**src/logic/acc_switch_pkg.sv**
```systemverilog
// constants and types shared by the accessory switch ends
// What this block does
// indicator low when charger found
// detection runs only with valid vbus
// dedicated and downstream charging ports reported
// contact detect precedes charger typing
// detect only with all paths open
// keep paths open until detection done
// no contact: 000 to usb stays open
// audio code then usb lifts blocking
// vbus and contact glitches filtered by timing
// hold 111 thirty us resets detection
// after reset, 000 held restarts detection
// host re-arms after low battery recovery
// host phy waits for detection done; host only holds 000 for HOLD_CYCLES and has no detection done input
// host opens paths before other usb
// 000 opens all, low power
// 001 joins first usb port, default
// 010 joins second usb port
// 011 right/left audio, no microphone
// 100 microphone plus, left minus
// 101 stereo audio, microphone on vbus
// host never drives code 110
// audio lines terminated to ground when both are open
// hold timer restarts on select change
package acc_switch_pkg;
    localparam int unsigned CLK_HZ          = 40_000_000;
    localparam int unsigned HOLD_US         = 30;
    localparam int unsigned HOLD_CYCLES     = (HOLD_US * CLK_HZ + 999_999)
                                              / 1_000_000;
    localparam int unsigned DEB_US          = 10;
    localparam int unsigned DEB_CYCLES      = (DEB_US * CLK_HZ + 999_999)
                                              / 1_000_000;
    localparam int unsigned CNT_W           = 12;
    localparam logic [2:0]  SEL_OPEN        = 3'h0;
    localparam logic [2:0]  SEL_USB_A       = 3'h1;
    localparam logic [2:0]  SEL_USB_B       = 3'h2;
    localparam logic [2:0]  SEL_AUDIO       = 3'h3;
    localparam logic [2:0]  SEL_MONO_MIC    = 3'h4;
    localparam logic [2:0]  SEL_STEREO_MIC  = 3'h5;
    localparam logic [2:0]  SEL_RESERVED    = 3'h6;
    localparam logic [2:0]  SEL_DET_RESET   = 3'h7;
    localparam logic [2:0]  SEL_RESET_VALUE = 3'h1;
    // path enable bits
    localparam int unsigned P_USB_A = 0;
    localparam int unsigned P_USB_B = 1;
    localparam int unsigned P_R_PLUS = 2;
    localparam int unsigned P_L_MINUS = 3;
    localparam int unsigned P_MIC_PLUS = 4;
    localparam int unsigned P_MIC_VBUS = 5;
    localparam int unsigned P_TERM = 6;
    localparam int unsigned PATH_W = 7;
    localparam logic [PATH_W-1:0] PATH_RESET = 7'h40;
    typedef enum logic [2:0] {
        DET_DISARMED, DET_IDLE, DET_CONTACT, DET_TYPE, DET_DONE
    } det_state_t;
endpackage

```
**src/logic/acc_switch_if.sv**
```systemverilog
// select and indicator wires between host and switch
`timescale 1ns/1ps
interface acc_switch_if;
    logic [2:0] sel;
    logic       charger_found_n_o;
    logic       charger_found_n_oe;
    logic       charger_found_n;
    // open drain with external pull-up
    assign charger_found_n = charger_found_n_oe ? charger_found_n_o : 1'b1;
    modport device (input sel, output charger_found_n_o, charger_found_n_oe);
    modport host   (output sel, input charger_found_n);
endinterface

```
**src/logic/acc_switch_dev.sv**
```systemverilog
// accessory switch control: path select and charger detection
`timescale 1ns/1ps
module acc_switch_dev (
    input  wire logic                clock,
    input  wire logic                reset,
    acc_switch_if.device             link,
    input  wire logic                vbus_valid,
    input  wire logic                contact_seen,
    input  wire logic                charger_port_seen,
    output logic [acc_switch_pkg::PATH_W-1:0] path_en,
    output logic                     detect_busy,
    output logic                     low_power
);
    logic [2:0] sel_s1_ff, sel_s2_ff, sel_s3_ff, sel_ff;
    logic [2:0] vb_sync_ff;
    logic [2:0] ct_sync_ff;
    logic [2:0] ch_sync_ff;
    logic       vbus_ff, contact_ff, chport_ff;
    logic [acc_switch_pkg::CNT_W-1:0] hold_cnt_ff;
    logic [acc_switch_pkg::CNT_W-1:0] deb_cnt_ff;
    logic       held_ff;
    logic       block_ff;
    logic       found_ff;
    logic [acc_switch_pkg::PATH_W-1:0] nxt_path;
    acc_switch_pkg::det_state_t state_ff;

    // ------------------------------------------------------------
    // input synchronisers
    // ------------------------------------------------------------
    always_ff @(posedge clock) begin
        if (reset) begin
            sel_s1_ff <= acc_switch_pkg::SEL_RESET_VALUE;
            sel_s2_ff <= acc_switch_pkg::SEL_RESET_VALUE;
            sel_s3_ff <= acc_switch_pkg::SEL_RESET_VALUE;
            sel_ff    <= acc_switch_pkg::SEL_RESET_VALUE;
            vb_sync_ff <= 3'h0;
            ct_sync_ff <= 3'h0;
            ch_sync_ff <= 3'h0;
            vbus_ff    <= 1'b0;
            contact_ff <= 1'b0;
            chport_ff  <= 1'b0;
        end else begin
            sel_s1_ff <= link.sel;
            sel_s2_ff <= sel_s1_ff;
            sel_s3_ff <= sel_s2_ff;
            if (sel_s2_ff == sel_s3_ff) begin
                sel_ff <= sel_s3_ff;
            end
            vb_sync_ff <= {vb_sync_ff[1:0], vbus_valid};
            ct_sync_ff <= {ct_sync_ff[1:0], contact_seen};
            ch_sync_ff <= {ch_sync_ff[1:0], charger_port_seen};
            if (vb_sync_ff[1] == vb_sync_ff[2]) begin
                vbus_ff <= vb_sync_ff[2];
            end
            if (ct_sync_ff[1] == ct_sync_ff[2]) begin
                contact_ff <= ct_sync_ff[2];
            end
            if (ch_sync_ff[1] == ch_sync_ff[2]) begin
                chport_ff <= ch_sync_ff[2];
            end
        end
    end

    // ------------------------------------------------------------
    // select hold timer
    // ------------------------------------------------------------
    // restarts on any code change; held_ff marks a full interval
    always_ff @(posedge clock) begin
        if (reset) begin
            hold_cnt_ff <= '0;
            held_ff     <= 1'b0;
        end else if (sel_ff != sel_s3_ff && sel_s2_ff == sel_s3_ff) begin
            hold_cnt_ff <= '0;
            held_ff     <= 1'b0;
        end else if (hold_cnt_ff
                     == acc_switch_pkg::CNT_W'(acc_switch_pkg::HOLD_CYCLES - 1))
        begin
            held_ff <= 1'b1;
        end else begin
            hold_cnt_ff <= hold_cnt_ff + 1'b1;
        end
    end

    // ------------------------------------------------------------
    // charger detection machine
    // ------------------------------------------------------------
    always_ff @(posedge clock) begin
        if (reset) begin
            state_ff   <= acc_switch_pkg::DET_IDLE;
            deb_cnt_ff <= '0;
            found_ff   <= 1'b0;
        end else if (sel_ff == acc_switch_pkg::SEL_DET_RESET && held_ff) begin
            state_ff   <= acc_switch_pkg::DET_DISARMED;
            deb_cnt_ff <= '0;
            found_ff   <= 1'b0;
        end else begin
            unique case (state_ff)
                acc_switch_pkg::DET_DISARMED: begin
                    if (sel_ff == acc_switch_pkg::SEL_OPEN && held_ff) begin
                        state_ff <= acc_switch_pkg::DET_IDLE;
                    end
                end
                acc_switch_pkg::DET_IDLE: begin
                    deb_cnt_ff <= '0;

                    if (vbus_ff && sel_ff == acc_switch_pkg::SEL_OPEN) begin
                        state_ff <= acc_switch_pkg::DET_CONTACT;
                    end
                end
                acc_switch_pkg::DET_CONTACT: begin
                    if (!vbus_ff || sel_ff != acc_switch_pkg::SEL_OPEN) begin
                        state_ff <= acc_switch_pkg::DET_IDLE;
                    end else if (!contact_ff) begin
                        deb_cnt_ff <= '0;
                    end else if (deb_cnt_ff == acc_switch_pkg::CNT_W'(
                                 acc_switch_pkg::DEB_CYCLES - 1)) begin
                        state_ff   <= acc_switch_pkg::DET_TYPE;
                        deb_cnt_ff <= '0;
                    end else begin
                        deb_cnt_ff <= deb_cnt_ff + 1'b1;
                    end
                end
                acc_switch_pkg::DET_TYPE: begin
                    if (!vbus_ff || sel_ff != acc_switch_pkg::SEL_OPEN) begin
                        state_ff <= acc_switch_pkg::DET_IDLE;
                    end else if (deb_cnt_ff == acc_switch_pkg::CNT_W'(
                                 acc_switch_pkg::DEB_CYCLES - 1)) begin
                        found_ff <= chport_ff;
                        state_ff <= acc_switch_pkg::DET_DONE;
                    end else begin
                        deb_cnt_ff <= deb_cnt_ff + 1'b1;
                    end
                end
                acc_switch_pkg::DET_DONE: begin
                    // no self recheck; host re-arms with 111 then 000
                    if (!vbus_ff) begin
                        found_ff <= 1'b0;
                    end
                end
            endcase
        end
    end

    // ------------------------------------------------------------
    // usb blocking
    // ------------------------------------------------------------
    always_ff @(posedge clock) begin
        if (reset) begin
            block_ff <= 1'b0;
        end else if (state_ff == acc_switch_pkg::DET_CONTACT
                     || state_ff == acc_switch_pkg::DET_TYPE) begin
            block_ff <= 1'b1;
        end else if (sel_ff == acc_switch_pkg::SEL_AUDIO
                     || sel_ff == acc_switch_pkg::SEL_MONO_MIC
                     || sel_ff == acc_switch_pkg::SEL_STEREO_MIC
                     || state_ff == acc_switch_pkg::DET_DONE
                     || !vbus_ff) begin
            block_ff <= 1'b0;
        end
    end

    // ------------------------------------------------------------
    // path decode
    // ------------------------------------------------------------
    always_comb begin
        nxt_path = '0;
        unique case (sel_ff)
            acc_switch_pkg::SEL_USB_A:
                nxt_path[acc_switch_pkg::P_USB_A] = !block_ff;
            acc_switch_pkg::SEL_USB_B:
                nxt_path[acc_switch_pkg::P_USB_B] = !block_ff;
            acc_switch_pkg::SEL_AUDIO: begin
                nxt_path[acc_switch_pkg::P_R_PLUS]  = 1'b1;
                nxt_path[acc_switch_pkg::P_L_MINUS] = 1'b1;
            end
            acc_switch_pkg::SEL_MONO_MIC: begin
                nxt_path[acc_switch_pkg::P_MIC_PLUS] = 1'b1;
                nxt_path[acc_switch_pkg::P_L_MINUS]  = 1'b1;
            end
            acc_switch_pkg::SEL_STEREO_MIC: begin
                nxt_path[acc_switch_pkg::P_R_PLUS]   = 1'b1;
                nxt_path[acc_switch_pkg::P_L_MINUS]  = 1'b1;
                nxt_path[acc_switch_pkg::P_MIC_VBUS] = 1'b1;
            end
            // 000 opens all; 110 and 111 treated as open
            default: nxt_path = '0;
        endcase
        // audio lines are terminated to ground when both lines are open
        if (!nxt_path[acc_switch_pkg::P_R_PLUS]
            && !nxt_path[acc_switch_pkg::P_L_MINUS]) begin
            nxt_path[acc_switch_pkg::P_TERM] = 1'b1;
        end
    end

    always_ff @(posedge clock) begin
        if (reset) begin
            path_en     <= acc_switch_pkg::PATH_RESET;
            detect_busy <= 1'b0;
            low_power   <= 1'b0;
            link.charger_found_n_o  <= 1'b0;
            link.charger_found_n_oe <= 1'b0;
        end else begin
            path_en     <= nxt_path;
            detect_busy <= block_ff;
            low_power   <= (sel_ff == acc_switch_pkg::SEL_OPEN);
            link.charger_found_n_o  <= 1'b0;
            link.charger_found_n_oe <= found_ff;
        end
    end
endmodule // acc_switch_dev

```
**src/flat_wrapper.sv**
```systemverilog
// flat-port wrapper written by rule: the top's interface ports become plain ports
module acc_switch_dev_flat 
  (clock, reset, vbus_valid, contact_seen, charger_port_seen, path_en, detect_busy, low_power, link_sel, link_charger_found_n_o, link_charger_found_n_oe);
  acc_switch_if link_i ();
  input  wire logic clock;
  input  wire logic reset;
  input  wire logic vbus_valid;
  input  wire logic contact_seen;
  input  wire logic charger_port_seen;
  output logic [acc_switch_pkg::PATH_W-1:0] path_en;
  output logic detect_busy;
  output logic low_power;
  input wire logic [$bits(link_i.sel)-1:0] link_sel;
  output wire logic [$bits(link_i.charger_found_n_o)-1:0] link_charger_found_n_o;
  output wire logic [$bits(link_i.charger_found_n_oe)-1:0] link_charger_found_n_oe;
  assign link_i.sel = link_sel;
  assign link_charger_found_n_o = link_i.charger_found_n_o;
  assign link_charger_found_n_oe = link_i.charger_found_n_oe;
  acc_switch_dev u_core (.clock(clock), .reset(reset), .link(link_i), .vbus_valid(vbus_valid), .contact_seen(contact_seen), .charger_port_seen(charger_port_seen), .path_en(path_en), .detect_busy(detect_busy), .low_power(low_power));
endmodule
```
**config.mk**
```make
export PLATFORM = sky130hd
export DESIGN_NAME = acc_switch_dev_flat
export DESIGN_NICKNAME = d
export VERILOG_FILES = /design/src/logic/acc_switch_pkg.sv /design/src/logic/acc_switch_if.sv /design/src/logic/acc_switch_dev.sv /design/src/flat_wrapper.sv
export SDC_FILE = /design/constraint.sdc
export NUM_CORES = 1
export LEC_CHECK = 0
export BUFFER_PORTS_ARGS = -buffer_cell sky130_fd_sc_hd__clkbuf_2
export CAP_MARGIN = 20
export CORE_ASPECT_RATIO = 1.1
export CORE_MARGIN = 5
export CORE_UTILIZATION = 59
export DETAILED_ROUTE_END_ITERATION = 8
export PLACE_DENSITY = 0.78
export RECOVER_POWER = 50
export SLEW_MARGIN = 20
export SYNTH_ARGS = -nofsm -noshare
export SYNTH_HDL_FRONTEND = slang
export SYNTH_SLANG_ARGS = --single-unit
```
**constraint.sdc**
```tcl
create_clock -name clock -period 2.6 [get_ports clock]
set_clock_uncertainty 0.1 [all_clocks]
set_input_delay 0.13 -clock clock [delete_from_list [all_inputs] [get_ports clock]]
set_output_delay 0.13 -clock clock [all_outputs]
set_load 0.01 [all_outputs]
```
Yosys cells after proc, flatten, opt, wreduce, memory -nomap -nowiden
Cells that the tools add are included.
{ "op_classes": {"bitwise_logic": 2, "reduce_logical": 33, "multipliers": 0, "add_sub_neg": 2, "n_div": 0, "n_lt_le_gt_ge": 0, "muxes": 26, "eq_ne": 32, "n_shift": 0} }
{ "ops": {"columns": ["operator", "n"], "rows": [
  ["$mux W12", 5],
  ["$pmux W12 S3", 1],
  ["$add A12 B1 Y12 const B", 2],
  ["$mux W3", 7],
  ["$ne A3 B1 Y1 const B", 5],
  ["$eq A12 B11 Y1 const B", 1],
  ["$eq A12 B9 Y1 const B", 1],
  ["$eq A3 B2 Y1 const B", 4],
  ["$eq A3 B3 Y1 const B", 4],
  ["$ne A4 B1 Y1 const B", 3],
  ["$pmux W3 S4", 1],
  ["$reduce_and A6 Y1", 2],
  ["$mux W1", 11],
  ["$reduce_or A2 Y1", 5],
  ["$ne A2 B2 Y1 const B", 4],
  ["$reduce_and A4 Y1", 2],
  ["$eq A3 B1 Y1 const B", 2],
  ["$logic_not A3 Y1", 2],
  ["$logic_or A1 B1 Y1", 6],
  ["$ne A2 B1 Y1 const B", 3],
  ["$reduce_bool A3 Y1", 2],
  ["$logic_and A1 B1 Y1", 5],
  ["$reduce_bool A5 Y1", 1],
  ["$logic_not A1 Y1", 4],
  ["other kinds (8)", 12]
]} }
{ "word_totals": {"rom_bits": 0, "mem_bits_rw": 0, "elab_cells": 118, "register_bits": 64, "latchBits": 0, "n_memories": 0} }

Depth between registers and ports, before layout
{ "logic_depth": {"word_depth": 7, "mapped_depth": 8} }

Worst setup path after synthesis
OpenSTA, ideal clock, no wires.
{ "synth_path": {"path_type": "reg2reg", "from": "register u_core.sel_ff[1]", "to": "register u_core.deb_cnt_ff[9] (netlist name)", "arrival_time_ps": 1634, "path_buffers": 1, "path_stages_with_launch": 7, "setup_ps": 115, "path_slack_ps": 751, "synth_period_minus_slack_ps": 1849, "path_cell_list": "dfxtp_1 or4b_4 a211oi_4 nand2_1 o21ai_2 buf_6 nor2_1"} }
{ "synth_between": {"elab_chain_cells": 4} }
{ "synth_lines": {"columns": ["element", "line", "text"], "rows": [
  ["start, declared", "acc_switch_dev.sv:14", "logic [2:0] sel_s1_ff, sel_s2_ff, sel_s3_ff, sel_ff;"],
  ["start signal, assigned", "acc_switch_dev.sv:35", "sel_ff <= acc_switch_pkg::SEL_RESET_VALUE;"],
  ["start signal, assigned", "acc_switch_dev.sv:47", "sel_ff <= sel_s3_ff;"],
  ["$reduce_bool A3 Y1", "acc_switch_dev.sv:111, acc_switch_dev.sv:124", null],
  ["$logic_or A1 B1 Y1", "acc_switch_dev.sv:111, acc_switch_dev.sv:124", null],
  ["$ne A2 B2 Y1 (no line)", null, null],
  ["$reduce_and A4 Y1 (no line)", null, null],
  ["end signal, assigned", "acc_switch_dev.sv:120", "deb_cnt_ff <= deb_cnt_ff + 1'b1;"],
  ["end signal, assigned", "acc_switch_dev.sv:131", "deb_cnt_ff <= deb_cnt_ff + 1'b1;"],
  ["end, declared", "acc_switch_dev.sv:20", "logic [acc_switch_pkg::CNT_W-1:0] deb_cnt_ff;"]
]} }
Several ways; a longest one is shown, not always the timed one.
A chain may end at the register's enable or synchronous reset.

Worst setup path after layout
{ "layout_path": {"from": "input reset", "to": "register u_core.deb_cnt_ff[3] (netlist name)"} }
{ "layout_between": {"elab_chain_cells": 1} }
{ "layout_lines": {"columns": ["element", "line", "text"], "rows": [
  ["start, declared", "flat_wrapper.sv:6", "input wire logic reset;"],
  ["$reduce_or A2 Y1 (no line)", null, null]
]} }
Every way passes these cells.

==> impl_metrics.toml <==
[timing]
worstMarginPinSlew_ps = 1260
hold_viol = 0
max_freq_ghz = 0.457
rsz0062_at_grt = "no"
post-route-period-util_pct = 84.2
fin_crit_ps = 2190
tns_ps = 0
drv_slew = 0
maxSlewHeadroom_pct = 16.3
setup_violations = 0

[placement]
gp_congestion = 0.842
placedCellCount = 349
hpwlAfterDp_mm = 3.14
io_buffers = 17

[yosys]
syn_inst = 289
syn-num-nets = 299
yosysTopAreaCell = "dfxtp_1"
netlist_area_mm2 = 0.00265
ys_warn_count = 0
synthTopCellsByArea = "dfxtp_1, xor2_1, nor2b_1"
synth_common_cells = "dfxtp_1, nor2_1, nor2b_1"
synth_cell_type_count = 51
ys_seq_elements = 64
synthArstFlopShare_pct = 0
synth.most_common_cell = "dfxtp_1"
ys_seq_area_share_pct = 48.3
syn_area_per_cell_um2 = 9.17
ys.flop_type = "dfxtp_1"
yosysTopAreaCellShare_pct = 48.3
synth_edf_count = 0

[global_route]
busiest_layer = "met2"
met1_usage_pct = 22.4
gr-usage-met3_pct = 6.13
grt_pass1_vias = 1885
grt_max_degree = 33
grt_first_pass_wirelength_mm = 8.46
grt_use_met2_pct = 29.2
antenna_found_initial = 0
grt_overflow = 0
grt_use_total_pct = 18.7

[setup_path]
required_ps = 2710
path_depth = 6
crit_slowest_cell = "clkbuf_1"
reg2reg_slack_ps = 420
crit_fanout = 32
end_kind = "register"
r2r_cells = 5
startpoint_type = "primary input"
critical_path_arrival_ps = 2300
cp_slowest_stage_delay_ps = 940
crit_type = "primary input to register"
crit_buf_inv = 3
crit_family = "buffers and inverters"
crit_chain = "dlygate4sd3_1 > clkbuf_2 > clkbuf_1 > nor2b_1 > o21ai_2 > nor2_1"

[power]
ir_drop_mv = 0.557
p_per_area_mw_per_mm2 = 626
p_leak_nw = 1.10

[drt]
wl_mm = 4.64
drtPass1Iterations = 5
via_per_inst = 5.35
route.detailed.drc = 0
avgRoutedWirePerCell_um = 12.5
drt-initial-drc-count = 167
via_count = 1990
ant_nets = 0

[die]
num_rows = 25
die_y_um = 80.3
io_pins = 19
dieWidth_um = 73.9
initial_core_util_pct = 61.4
core-area_mm2 = 0.00432
die_area_mm2 = 0.00594

[clock_tree]
cts_root_buffer = "clkbuf_8"
cts_resized = 0
htree_num_levels = 3
clk_pin_slew_worst_paths_ps = 60
cts.sinks = 64
cts_tree = "yes"
cts_buffer_depth = 2
numCtsBuffers = 9
worst_skew_pair.late_latency_ps = 340

[final_layout]
diodes = 0
area_growth_pct = 12.9
layout.cells.non_filler = 372
fin_util_pct = 69.3
final_nets = 323
drive_gt1_share_pct = 11.6

[status]
status = "completed"

[worst_hold_path]
min_path_type = "register to register"
holdPathStages = 1

[run]
cap_violations = 0
## metrics by stage
step | instance area, µm² | setup slack [ps] | power, mW | hold slack [ps]
floorplan | 2650 | 751 | 1.09 | 134
global placement | 2750 | 474 | 1.11 | 214
detailed placement | 2750 | 418 | 1.11 | 215
CTS | 3010 | 411 | 1.90 | 312
global route | 2990 | 187 | 1.95 | 356
finish | 2990 | 411 | 1.87 | 310
## timing repair
action,in CTS,in global routing
setup buffers,0,0
endpoints found under the hold margin,8,0
hold buffers,7,0
endpoints found under the setup margin,0,0
## cells in the final DEF, fill, tap and decap left out, types with 2 or more instances in the layout
cell type / instances
a21oi_1: 11
and2_1: 4
and3_1: 3
buf_4: 2
clkbuf_1: 13
clkbuf_2: 7
clkbuf_8: 12
dfxtp_1: 64
dlygate4sd3_1: 7
ha_1: 2
inv_1: 9
mux2i_1: 3
nand2_1: 16
nand2b_1: 4
nand3_1: 12
nand4_1: 10
nor2_1: 35
nor2b_1: 22
nor3_1: 6
nor4_1: 5
o21ai_0: 6
o22ai_1: 2
o31ai_1: 2
or2_2: 6
or3_1: 2
xnor2_1: 10
xor2_1: 16
## per-layer routing
layer / vias to the layer above / wire [µm]
li1: 1033 / -
met1: 908 / 2100
met2: 34 / 2200
met3: 15 / 204
met4: 0 / 140
met5: - / 0
## kinds of logic (layout without fill, tap and decap cells)
group,after synthesis,count (layout),synth area share [%]
buf+inv,23,52,4.01
other cells,1,1,0.141
flops,64,64,48.3
xor+xnor,26,26,8.59
fa+ha+maj,2,2,0.944
mux,3,3,1.13
compound gates,34,34,8.73
simple gates,136,136,28.1
## area by class of cell
type / count / area, µm²
Clock buffer: 14 / 173
Inverter: 9 / 33.8
Sequential cell: 64 / 1280
Timing Repair Buffer: 27 / 161
Fill cell: 334 / 1320
Clock inverter: 2 / 12.5
Multi-Input combinational cell: 202 / 1260
Tap cell: 54 / 67.6
## path summary, 6_finish.rpt
kind,from,endpoint
max,reset,u_core.deb_cnt_ff[3]
min,u_core.sel_s1_ff[0],u_core.sel_s2_ff[0]
max reg2reg,u_core.sel_ff[0],u_core.deb_cnt_ff[3]
min reg2reg,u_core.sel_s1_ff[0],u_core.sel_s2_ff[0]
## where the power goes
group	switching [mW]	internal [mW]
Sequential	0.0176	1.00
Clock	0.352	0.423
Combinational	0.0400	0.0381
Total	0.409	1.46
## flip-flops by register name, indices dropped and copies added, names as in the netlist
| signal | cells |
|---|---|
| u_core.state_ff | 3 |
| u_core.block_ff | 1 |
| u_core.link.charger_found_n_oe | 1 |
| u_core.held_ff | 1 |
| u_core.chport_ff | 1 |
| u_core.detect_busy | 1 |
| u_core.vbus_ff | 1 |
| u_core.sel_s3_ff | 3 |
| u_core.vb_sync_ff | 3 |
| u_core.sel_s1_ff | 3 |
| u_core.hold_cnt_ff | 12 |
| u_core.contact_ff | 1 |
| u_core.ch_sync_ff | 3 |
| u_core.sel_s2_ff | 3 |
| u_core.found_ff | 1 |
| u_core.low_power | 1 |
| u_core.sel_ff | 3 |
| u_core.path_en | 7 |
| u_core.deb_cnt_ff | 12 |
| u_core.ct_sync_ff | 3 |
## worst register-to-register path, stage by stage (launching register included)
cell and delay (ps):
dfxtp_1 410, or4b_4 600, a211oi_4 260, nand2_1 140
o21ai_2 440, nor2_1 100
Note: power is estimated with default switching activity, not from simulation.
